`src/src/tvio_pkg.sv`:
```
// Package for the TV-tuning MCU general-purpose I/O ports block.
// Assumes a single 40 MHz clock domain; used by src/tvio_ports.sv and the bench.
`default_nettype none
package tvio_pkg;
    // ========================================================
    // Port geometry
    localparam int PA_W = 8;                 // First port width
    localparam int PB_W = 8;                 // Second port bit span (bits 3 and 7 absent)
    localparam int PC_W = 8;                 // Third port width
    // Second port implemented lines (bits 3 and 7 absent)
    localparam logic [7:0] PB_MASK     = 8'h77;
    // First port open-drain lines, no pull-up
    localparam logic [7:0] PA_OD_MASK  = 8'hF0;
    // Third port lines lacking pull-up
    localparam logic [7:0] PC_NOPU_MASK = 8'hF0;
    // ========================================================
    // Third port bit positions of shared functions
    localparam int PC_SCL_BIT = 0;           // Serial clock line
    localparam int PC_SDA_BIT = 1;           // Serial data line
    localparam int PC_SEN_BIT = 3;           // Serial enable line
    localparam int PC_PWR_BIT = 4;           // Power interrupt input
    localparam int PC_IR_BIT  = 6;           // Infrared interrupt input
    // ========================================================
    // Reset values: all lines input, no pull-up, data zero
    localparam logic [7:0] DIR_RST  = 8'h00;
    localparam logic [7:0] PU_RST   = 8'h00;
    localparam logic [7:0] DATA_RST = 8'h00;
    // Run-state machine
    typedef enum logic [1:0] {
        TVIO_RESET,
        TVIO_RUN,
        TVIO_PROG
    } tvio_mode_t;
endpackage
`default_nettype wire

```
`src/src/tvio_ports.sv`:
```
// Three general-purpose I/O ports with pin sharing, reset and test-pin handling.
// Assumes pads resolve out/oe/pull signals; pin inputs are asynchronous.
// How it works
// - First port: eight lines, per-line direction, pull-up
// - Second port: six lines, bits 3 and 7 absent
// - Third port: eight lines, configurable like others
// - First port upper nibble open-drain, no pull-up
// - Third port open-drain; upper nibble no pull-up
// - Third lines 0,1,3 AND with serial signals
// - Third lines 4,6 feed edge interrupt latches
// - Hold reset; restart program on release
// - Oscillator disabled while reset held low
// - Test pin high at reset enters programming
`timescale 1ns/10ps
`default_nettype none
module tvio_ports (
    input  wire logic       ref_clk_i,       // System clock, 40 MHz
    input  wire logic       rst_i,           // Async reset, active high
    input  wire logic       clk_en_i,        // Freezes state when low
    input  wire logic       reset_n_pin_i,   // External reset pin, active low
    input  wire logic       test_pin_i,      // Test pin, high = programming level
    input  wire logic [7:0] pa_dir_i,        // First port direction, 1 = output
    input  wire logic [7:0] pa_pu_i,         // First port pull-up select
    input  wire logic [7:0] pa_data_i,       // First port output data
    input  wire logic [7:0] pb_dir_i,        // Second port direction
    input  wire logic [7:0] pb_pu_i,         // Second port pull-up select
    input  wire logic [7:0] pb_data_i,       // Second port output data
    input  wire logic [7:0] pc_dir_i,        // Third port direction
    input  wire logic [7:0] pc_pu_i,         // Third port pull-up select
    input  wire logic [7:0] pc_data_i,       // Third port output data
    input  wire logic       spi_scl_i,       // Serial clock from serial unit
    input  wire logic       spi_sda_i,       // Serial data from serial unit
    input  wire logic       serial_enable_signal_i, // Serial enable
    input  wire logic       pwr_rise_i,      // Power latch edge: 1 rising
    input  wire logic       ir_rise_i,       // Infrared latch edge: 1 rising
    input  wire logic       pwr_clr_i,       // Clear power latch
    input  wire logic       ir_clr_i,        // Clear infrared latch
    input  wire logic [7:0] first_port_lines_i,  // First port pin levels
    input  wire logic [7:0] second_port_lines_i, // Second port pin levels
    input  wire logic [7:0] third_port_lines_i,  // Third port pin levels
    output logic      [7:0] first_port_lines_o,  // First port pin out value
    output logic      [7:0] first_port_lines_oe_o, // First port drive enable
    output logic      [7:0] first_port_pu_o,     // First port pull-up on
    output logic      [7:0] second_port_lines_o, // Second port pin out value
    output logic      [7:0] second_port_lines_oe_o, // Second port drive enable
    output logic      [7:0] second_port_pu_o,    // Second port pull-up on
    output logic      [7:0] third_port_lines_o,  // Third port pin out value
    output logic      [7:0] third_port_lines_oe_o, // Third port drive enable
    output logic      [7:0] third_port_pu_o,     // Third port pull-up on
    output logic      [7:0] pa_in_o,         // First port sampled levels
    output logic      [7:0] pb_in_o,         // Second port sampled levels
    output logic      [7:0] pc_in_o,         // Third port sampled levels
    output logic            power_interrupt_input_o,    // Power latch flag
    output logic            infrared_interrupt_input_o, // Infrared latch flag
    output logic            core_reset_o,    // Core held in reset
    output logic            restart_o,       // Pulse: restart from program start
    output logic            osc_en_o,        // Crystal oscillator enable
    output logic            prog_mode_o      // Memory programming mode
);
    // ========================================================
    // State
    typedef struct packed {
        logic [7:0] pa_s1;                   // First sync stage, first port
        logic [7:0] pb_s1;                   // First sync stage, second port
        logic [7:0] pc_s1;                   // First sync stage, third port
        logic [2:0] ctl_s1;                  // First stage: rst pin, test, spare
        logic [7:0] pa_in;                   // Second sync stage
        logic [7:0] pb_in;                   // Second sync stage
        logic [7:0] pc_in;                   // Second sync stage
        logic [2:0] ctl;                     // Second stage of control pins
        logic       pwr_prev;                // Previous power line level
        logic       ir_prev;                 // Previous infrared line level
        logic       pwr_flag;                // Power interrupt latch
        logic       ir_flag;                 // Infrared interrupt latch
        logic       restart;                 // Restart pulse
        logic       prog;                    // Programming mode
        tvio_pkg::tvio_mode_t mode;          // Run state
        logic [7:0] pa_out;                  // Registered pin values
        logic [7:0] pa_oe;                   // Registered enables
        logic [7:0] pb_out;
        logic [7:0] pb_oe;
        logic [7:0] pc_out;
        logic [7:0] pc_oe;
        logic [7:0] pa_pu;
        logic [7:0] pb_pu;
        logic [7:0] pc_pu;
    } tvio_state_t;

    tvio_state_t st;                         // Current state
    tvio_state_t next_st;                    // Next state

    // Edge detect used for both interrupt latches
    function automatic logic edge_hit(input logic prev, input logic cur, input logic rise);
        edge_hit = rise ? (!prev && cur) : (prev && !cur);
    endfunction

    // ========================================================
    // Next-state logic
    always_comb begin
        logic rst_pin_low;
        logic [7:0] pc_alt;
        rst_pin_low = 1'b0;
        pc_alt      = 8'hFF;
        next_st     = st;
        // Pin inputs pass two flops before use
        next_st.pa_s1  = first_port_lines_i;
        next_st.pb_s1  = second_port_lines_i & tvio_pkg::PB_MASK;
        next_st.pc_s1  = third_port_lines_i;
        next_st.ctl_s1 = {1'b0, test_pin_i, reset_n_pin_i};
        next_st.pa_in  = st.pa_s1;
        next_st.pb_in  = st.pb_s1;
        next_st.pc_in  = st.pc_s1;
        next_st.ctl    = st.ctl_s1;
        rst_pin_low    = !st.ctl[0];
        next_st.restart = 1'b0;
        // Reset sequencing; test level sampled while reset is held
        case (st.mode)
            tvio_pkg::TVIO_RESET: begin
                next_st.prog = st.ctl[1];
                if (!rst_pin_low) begin
                    next_st.mode    = st.ctl[1] ? tvio_pkg::TVIO_PROG : tvio_pkg::TVIO_RUN;
                    next_st.restart = !st.ctl[1];
                end
            end
            tvio_pkg::TVIO_RUN, tvio_pkg::TVIO_PROG: begin
                if (rst_pin_low) begin
                    next_st.mode = tvio_pkg::TVIO_RESET;
                end
            end
            default: next_st.mode = tvio_pkg::TVIO_RESET;
        endcase
        // Serial signals ANDed into third port lines
        pc_alt[tvio_pkg::PC_SCL_BIT] = spi_scl_i;
        pc_alt[tvio_pkg::PC_SDA_BIT] = spi_sda_i;
        pc_alt[tvio_pkg::PC_SEN_BIT] = serial_enable_signal_i;
        // Port drivers; everything released while held in reset
        if (st.mode == tvio_pkg::TVIO_RUN) begin
            // First port: low nibble push-pull, high nibble open-drain
            next_st.pa_out = pa_data_i & ~tvio_pkg::PA_OD_MASK;
            next_st.pa_oe  = pa_dir_i & (~tvio_pkg::PA_OD_MASK | ~pa_data_i);
            next_st.pa_pu  = ~pa_dir_i & pa_pu_i & ~tvio_pkg::PA_OD_MASK;
            next_st.pb_out = pb_data_i & tvio_pkg::PB_MASK;
            next_st.pb_oe  = pb_dir_i & tvio_pkg::PB_MASK;
            next_st.pb_pu  = ~pb_dir_i & pb_pu_i & tvio_pkg::PB_MASK;
            // Third port: all open-drain, driven low only
            next_st.pc_out = 8'h00;
            next_st.pc_oe  = pc_dir_i & ~(pc_data_i & pc_alt);
            next_st.pc_pu  = ~pc_dir_i & pc_pu_i & ~tvio_pkg::PC_NOPU_MASK;
        end else begin
            next_st.pa_out = tvio_pkg::DATA_RST;
            next_st.pa_oe  = tvio_pkg::DIR_RST;
            next_st.pa_pu  = tvio_pkg::PU_RST;
            next_st.pb_out = tvio_pkg::DATA_RST;
            next_st.pb_oe  = tvio_pkg::DIR_RST;
            next_st.pb_pu  = tvio_pkg::PU_RST;
            next_st.pc_out = tvio_pkg::DATA_RST;
            next_st.pc_oe  = tvio_pkg::DIR_RST;
            next_st.pc_pu  = tvio_pkg::PU_RST;
        end
        // Edge latches; set beats clear in the same cycle
        next_st.pwr_prev = st.pc_in[tvio_pkg::PC_PWR_BIT];
        next_st.ir_prev  = st.pc_in[tvio_pkg::PC_IR_BIT];
        if (pwr_clr_i) next_st.pwr_flag = 1'b0;
        if (ir_clr_i) next_st.ir_flag = 1'b0;
        if (st.mode == tvio_pkg::TVIO_RUN &&
            edge_hit(st.pwr_prev, st.pc_in[tvio_pkg::PC_PWR_BIT], pwr_rise_i)) begin
            next_st.pwr_flag = 1'b1;
        end
        if (st.mode == tvio_pkg::TVIO_RUN &&
            edge_hit(st.ir_prev, st.pc_in[tvio_pkg::PC_IR_BIT], ir_rise_i)) begin
            next_st.ir_flag = 1'b1;
        end
    end

    // ========================================================
    // State register with clock enable
    always_ff @(posedge ref_clk_i or posedge rst_i) begin
        if (rst_i) begin
            st      <= '0;
            st.ctl  <= 3'h0;
            st.mode <= tvio_pkg::TVIO_RESET;
        end else if (clk_en_i) begin
            st <= next_st;
        end
    end

    // ========================================================
    // Outputs
    assign first_port_lines_o     = st.pa_out;
    assign first_port_lines_oe_o  = st.pa_oe;
    assign first_port_pu_o        = st.pa_pu;
    assign second_port_lines_o    = st.pb_out;
    assign second_port_lines_oe_o = st.pb_oe;
    assign second_port_pu_o       = st.pb_pu;
    assign third_port_lines_o     = st.pc_out;
    assign third_port_lines_oe_o  = st.pc_oe;
    assign third_port_pu_o        = st.pc_pu;
    assign pa_in_o                = st.pa_in;
    assign pb_in_o                = st.pb_in;
    assign pc_in_o                = st.pc_in;
    assign power_interrupt_input_o    = st.pwr_flag;
    assign infrared_interrupt_input_o = st.ir_flag;
    assign core_reset_o = (st.mode == tvio_pkg::TVIO_RESET);
    assign osc_en_o     = (st.mode != tvio_pkg::TVIO_RESET);
    assign restart_o    = st.restart;
    assign prog_mode_o  = st.prog && (st.mode == tvio_pkg::TVIO_PROG);
endmodule
`default_nettype wire

```
`config.mk`:
```
export PLATFORM = sky130hd
export DESIGN_NAME = tvio_ports
export DESIGN_NICKNAME = d
export VERILOG_FILES = /design/src/src/tvio_pkg.sv /design/src/src/tvio_ports.sv
export SDC_FILE = /design/constraint.sdc
export NUM_CORES = 1
export LEC_CHECK = 0
export BUFFER_PORTS_ARGS = -buffer_cell sky130_fd_sc_hd__buf_4
export CAP_MARGIN = 25
export CORE_ASPECT_RATIO = 0.75
export CORE_MARGIN = 2
export CORE_UTILIZATION = 31
export DETAILED_ROUTE_END_ITERATION = 6
export RECOVER_POWER = 100
export SYNTH_ARGS = -nofsm -noshare
export SYNTH_HDL_FRONTEND = slang
export SYNTH_SLANG_ARGS = --single-unit
```
`constraint.sdc`:
```
create_clock -name ref_clk_i -period 3.2 [get_ports ref_clk_i]
set_input_delay 0.32 -clock ref_clk_i [delete_from_list [all_inputs] [get_ports ref_clk_i]]
set_output_delay 0.32 -clock ref_clk_i [all_outputs]
set_load 0.005 [all_outputs]
```
## Yosys cells after proc, flatten, opt, wreduce, memory -nomap -nowiden

Index checks and enable logic that the tools add are counted.

| cells by class | value |
|---|---|
| reduce and logical (&&, ||, !) cells | 21 |
| mux-type cells | 13 |
| equal/unequal tests | 4 |
| bitwise logic cells | 11 |

Operators with widths:

| kind | number |
|---|---|
| 68-bit 2-to-1 mux | 1 |
| 8-bit bitwise AND | 3 |
| 8-bit NOT | 2 |
| 4-bit bitwise AND | 2 |
| 2-bit 2-to-1 mux | 4 |
| 4-bit NOT | 2 |
| 7-bit bitwise AND | 1 |
| 1-bit logical AND | 7 |
| 1-bit 2-to-1 mux | 7 |
| 7-bit NOT | 1 |
| 2-bit AND reduction | 3 |
| 2-bit nonzero test | 3 |
| 1-bit zero test | 5 |
| 2-bit case mux with 2 select lines | 1 |
| 3-bit AND reduction | 1 |
| 2-bit by 1-bit equality test with 1-bit output, second input constant | 1 |
| 2-bit equality test, second input constant | 1 |
| 2-bit zero test | 1 |
| 2-bit by 1-bit != test with 1-bit output, second input constant | 1 |
| 2-bit != test, second input constant | 1 |
| 2-bit OR reduction | 1 |

| storage, ports and cells | value |
|---|---|
| input bits | 108 |
| flip-flop bits (word level) | 128 |
| output and inout port bits | 102 |

## Depth between registers and ports, before layout

| depth | value |
|---|---|
| depth after elaboration | 6 |
| mapped depth | 5 |
| gate-level depth less buffers | 5 |

## Least setup slack after synthesis

Ideal clock, no wire load.

| timing path | value |
|---|---|
| kind | register to register |
| start point | register st[72] (netlist bit) |
| end point | register st[73] (netlist bit) |
| data arrival time | 1.138 ns |
| setup time | 0.121 ns |
| path buffers | 0 |
| setup slack | 1.941 ns |
| cell stages (with the launch flop) | 6 |
| required time | 3.079 ns |
| path through | dfrtp_1 inv_1 ha_1 nand2b_1 o21ai_1 a22o_1 |

| between the ends | value |
|---|---|
| word-level cells in the longest chain between the ends | 4 |

Ends and longest elaborated chain:

| element | RTL line | source |
|---|---|---|
| start, declared | tvio_ports.sv:89 | `tvio_state_t st;` |
| start signal, assigned | tvio_ports.sv:183 | `st <= next_st;` |
| 2-bit by 1-bit equality test with 1-bit output or 2-bit equality test (tied branches) | tvio_ports.sv:117 | `case (st.mode)` |
| 2-bit OR reduction | tvio_ports.sv:117 |  |
| 2-bit != test (no source line) | - |  |
| 3-bit AND reduction (no source line) | - |  |

Several ways; a longest one is shown, not always the timed one.
A chain may end at the register's enable or synchronous reset.

## Worst setup path after layout

| timing path | value |
|---|---|
| start point | register st[73] (netlist bit) |
| end point | register st (netlist bit third_port_lines_oe_o[3]) |

| between the ends | value |
|---|---|
| word-level cells in the longest chain between the ends | 2 |

Ends and longest elaborated chain:

| element | RTL line | source |
|---|---|---|
| 2-bit by 1-bit equality test with 1-bit output | tvio_ports.sv:137 | `if (st.mode == tvio_pkg::TVIO_RUN) begin` |
| 68-bit 2-to-1 mux | tvio_ports.sv:137 |  |

Every way passes these cells.

==> flow_summary_export.csv <==
group,metric,value,unit
outcome,status,"complete, no violations",
power_and_ir_drop,leakage,2.75,nW
worst_setup_path,critPathRequiredTime,3480,ps
floorplanning,io_pins,210,
cells_and_area,antennaDiodeCount,0,
placed_design,hpwl,6.92,mm
clock_network,cts_resized,0,
clock_network,cts-root-buf,"clkbuf_16",
yosys,yosysUniqueCellTypes,29,
worst_setup_path,worstSetupPathType,"flip-flop to flip-flop",
timing,min_period,1960,ps
drt,vias,3112,
worst_setup_path,path_buf_inv,1,
placed_design,place_area,0.00563,mm²
clock_network,post_cts_buffers,0,
clock_network,clk_pin_slew_worst_paths,70,ps
drt,drt_first_pass_iters,4,
floorplanning,dieArea,0.0166,mm²
timing,fin_ws,1240,ps
drt,ant_nets,0,
yosys,netlist_area,0.00484,mm²
timing,slew_viol_final,0,
global_route,grt.overflow.total,0,
drt,avgRoutedWirePerCell,13.5,µm
yosys,synth_top_area_cell,"dfrtp_1",
timing,max_freq,510,MHz
timing,rsz0062_at_grt,"false",
timing,hold_viol,0,
yosys,syn_inst,416,
worst_setup_path,slowest_delay,490,ps
timing,finalSetupTns,0,ps
yosys,yosys_warnings,0,
clock_network,cts_buffer_depth,2,
drt,finalWirelength,9.66,mm
clock_network,cts.sinks,102,
placed_design,pre_cts_slack,1110,ps
yosys,synth_top_area_share,52.8,%
worst_setup_path,critPathCaptureType,"flip-flop",
floorplanning,core_area,0.0152,mm²
timing,post-route-period-util,61.3,%
power_and_ir_drop,powerDensity,590,mW/mm²
yosys,synth_seq_cells,102,
drt,drc,0,
timing,maxSlewHeadroom,42.2,%
worst_setup_path,arrival,2240,ps
clock_network,cts_made_buffers,9,
clock_network,htree_num_levels,3,
timing,clock-skew-final,5.00,ps
flow_run,drv_cap,0,
worst_setup_path,path_max_fanout,16,
cells_and_area,fin_area,0.00587,mm²
worst_setup_path,startpoint,"st[73]",
yosys,yosysSeqAreaShare,52.8,%
global_route,grt_pass1_vias,3151,
power_and_ir_drop,irDropWorstVdd,0.312,mV
yosys,syn_avg_cell_area,11.6,µm²
cells_and_area,final_layout_size_suffix_gt1_share,42.8,%
worst_setup_path,critical_path.top_delay_family,"simple AND/OR/NAND/NOR gates",
global_route,track_usage,11.8,%
worst_setup_path,worstReg2RegStart,"st[73]",
floorplanning,fp.dieH,112,µm
clock_network,cts_tree,"done",
drt,avgViaCountPerCell,4.34,
cells_and_area,syn2layout_area_growth,21.3,%
placed_design,place_congestion,0.754,
worst_setup_path,crit_path_start_kind,"flip-flop",
floorplanning,die_w,148,µm
drt,drt-initial-drc-count,95,
placed_design,port_buffers,165,
worst_hold_path,worstHoldPathType,"primary input to async pin",
cells_and_area,final_cell_mix,"102 x dfrtp_1, 91 x buf_4, 59 x clkbuf_4",
global_route,grt_max_degree,68,
clock_network,ctsHoldBuffers,0,
global_route,grt_antenna_before_repair,0,
worst_setup_path,crit_slowest_cell,"nand2_1",
timing,setup_violations,0,
yosys,netlist_top_cells_area,"dfrtp_1 53%, buf_4 16%, mux2_2 12%",
global_route,grt_pass1_wl,15.7,mm
worst_setup_path,cp_cell_sequence,"inv_1 -> ha_1 -> nand2_1 -> a21oi_1 -> a22o_1",
timing,worst_slew_pin_slew,867,ps
cells_and_area,fin_nets,619,
cells_and_area,layout_commonest_cell,"dfrtp_1",
floorplanning,start_util,31.8,%
floorplanning,rows,39,
power_and_ir_drop,finalPower,3.46,mW
clock_network,clock_latency,340,ps
[per-stage QoR]
stage / hold slack (ps) / cells / util, %
3_3_place_gp: 467 / 701 / 37.0
6_report: 150 / 717 / 38.5
4_1_cts: 187 / 717 / 39.0
3_5_place_dp: 474 / 701 / 37.0
2_1_floorplan: 453 / 443 / -
5_1_grt: 192 / 717 / 38.5
[cell usage after synthesis, drive strengths merged]
| master | number |
|---|---|
| buf | 110 |
| dfrtp | 102 |
| mux2 | 51 |
| inv | 27 |
| o21ai | 25 |
| nand3 | 20 |
| nand2b | 12 |
| a32o | 11 |
| nor2 | 11 |
| o2bb2ai | 11 |
| nand2 | 9 |
| a21oi | 5 |
| a22o | 5 |
| clkbuf | 4 |
| ha | 4 |
| nor2b | 2 |
| nor3b | 2 |
| and2 | 1 |
| conb | 1 |
| nand4b | 1 |
| o31ai | 1 |
| o32ai | 1 |
[worst paths after layout]
kind	end	slack [ps]	depth (start not counted)
max	third_port_lines_oe_o[3]	1240	5
min	first_port_lines_o[0]	150	2
max reg2reg	third_port_lines_oe_o[3]	1240	5
min reg2reg	first_port_lines_oe_o[7]	480	1
max in group asynchronous	third_port_lines_oe_o[6]	2380	3
min in group ref_clk_i	third_port_lines_oe_o[1]	200	2
[state kept, by name (all words and copies together), names as in the netlist, 6 cells and up]
signal / cells
pa_in_o: 8
second_port_lines_o: 6
next_st: 24
third_port_lines_oe_o: 8
first_port_lines_oe_o: 8
st: 7
pb_in_o: 6
second_port_pu_o: 6
second_port_lines_oe_o: 6
pc_in_o: 8
[kinds of logic after synthesis]
family,synth area share (%)
other cells,0.0775
compound gates,8.72
mux,11.9
simple gates,6.11
flops,52.8
buf+inv,19.4
fa+ha+maj,1.03
[power breakdown]
part | internal, mW | switching, mW
clock | 0.634 | 0.486
combinational | 0.401 | 0.334
sequential | 1.49 | 0.116
total | 2.52 | 0.936
[layer usage]
layer	routed length, µm	GRT usage [%]	share of wire (%)
met5	0	0	0
met4	109	3.43	1.1
met3	697	4.02	7.2
met2	4810	20.2	50
met1	4040	14.3	42
[area by class of cell]
cell class | instances | area, µm²
clock buffer | 10 | 239
clock inverter | 6 | 66.3
fill | 1521 | 9360
inverter | 27 | 106
multi-input combinational | 200 | 1440
sequential | 102 | 2550
tap | 205 | 256
timing repair buffer | 167 | 1210
Note: power is estimated with default switching activity, not from simulation.
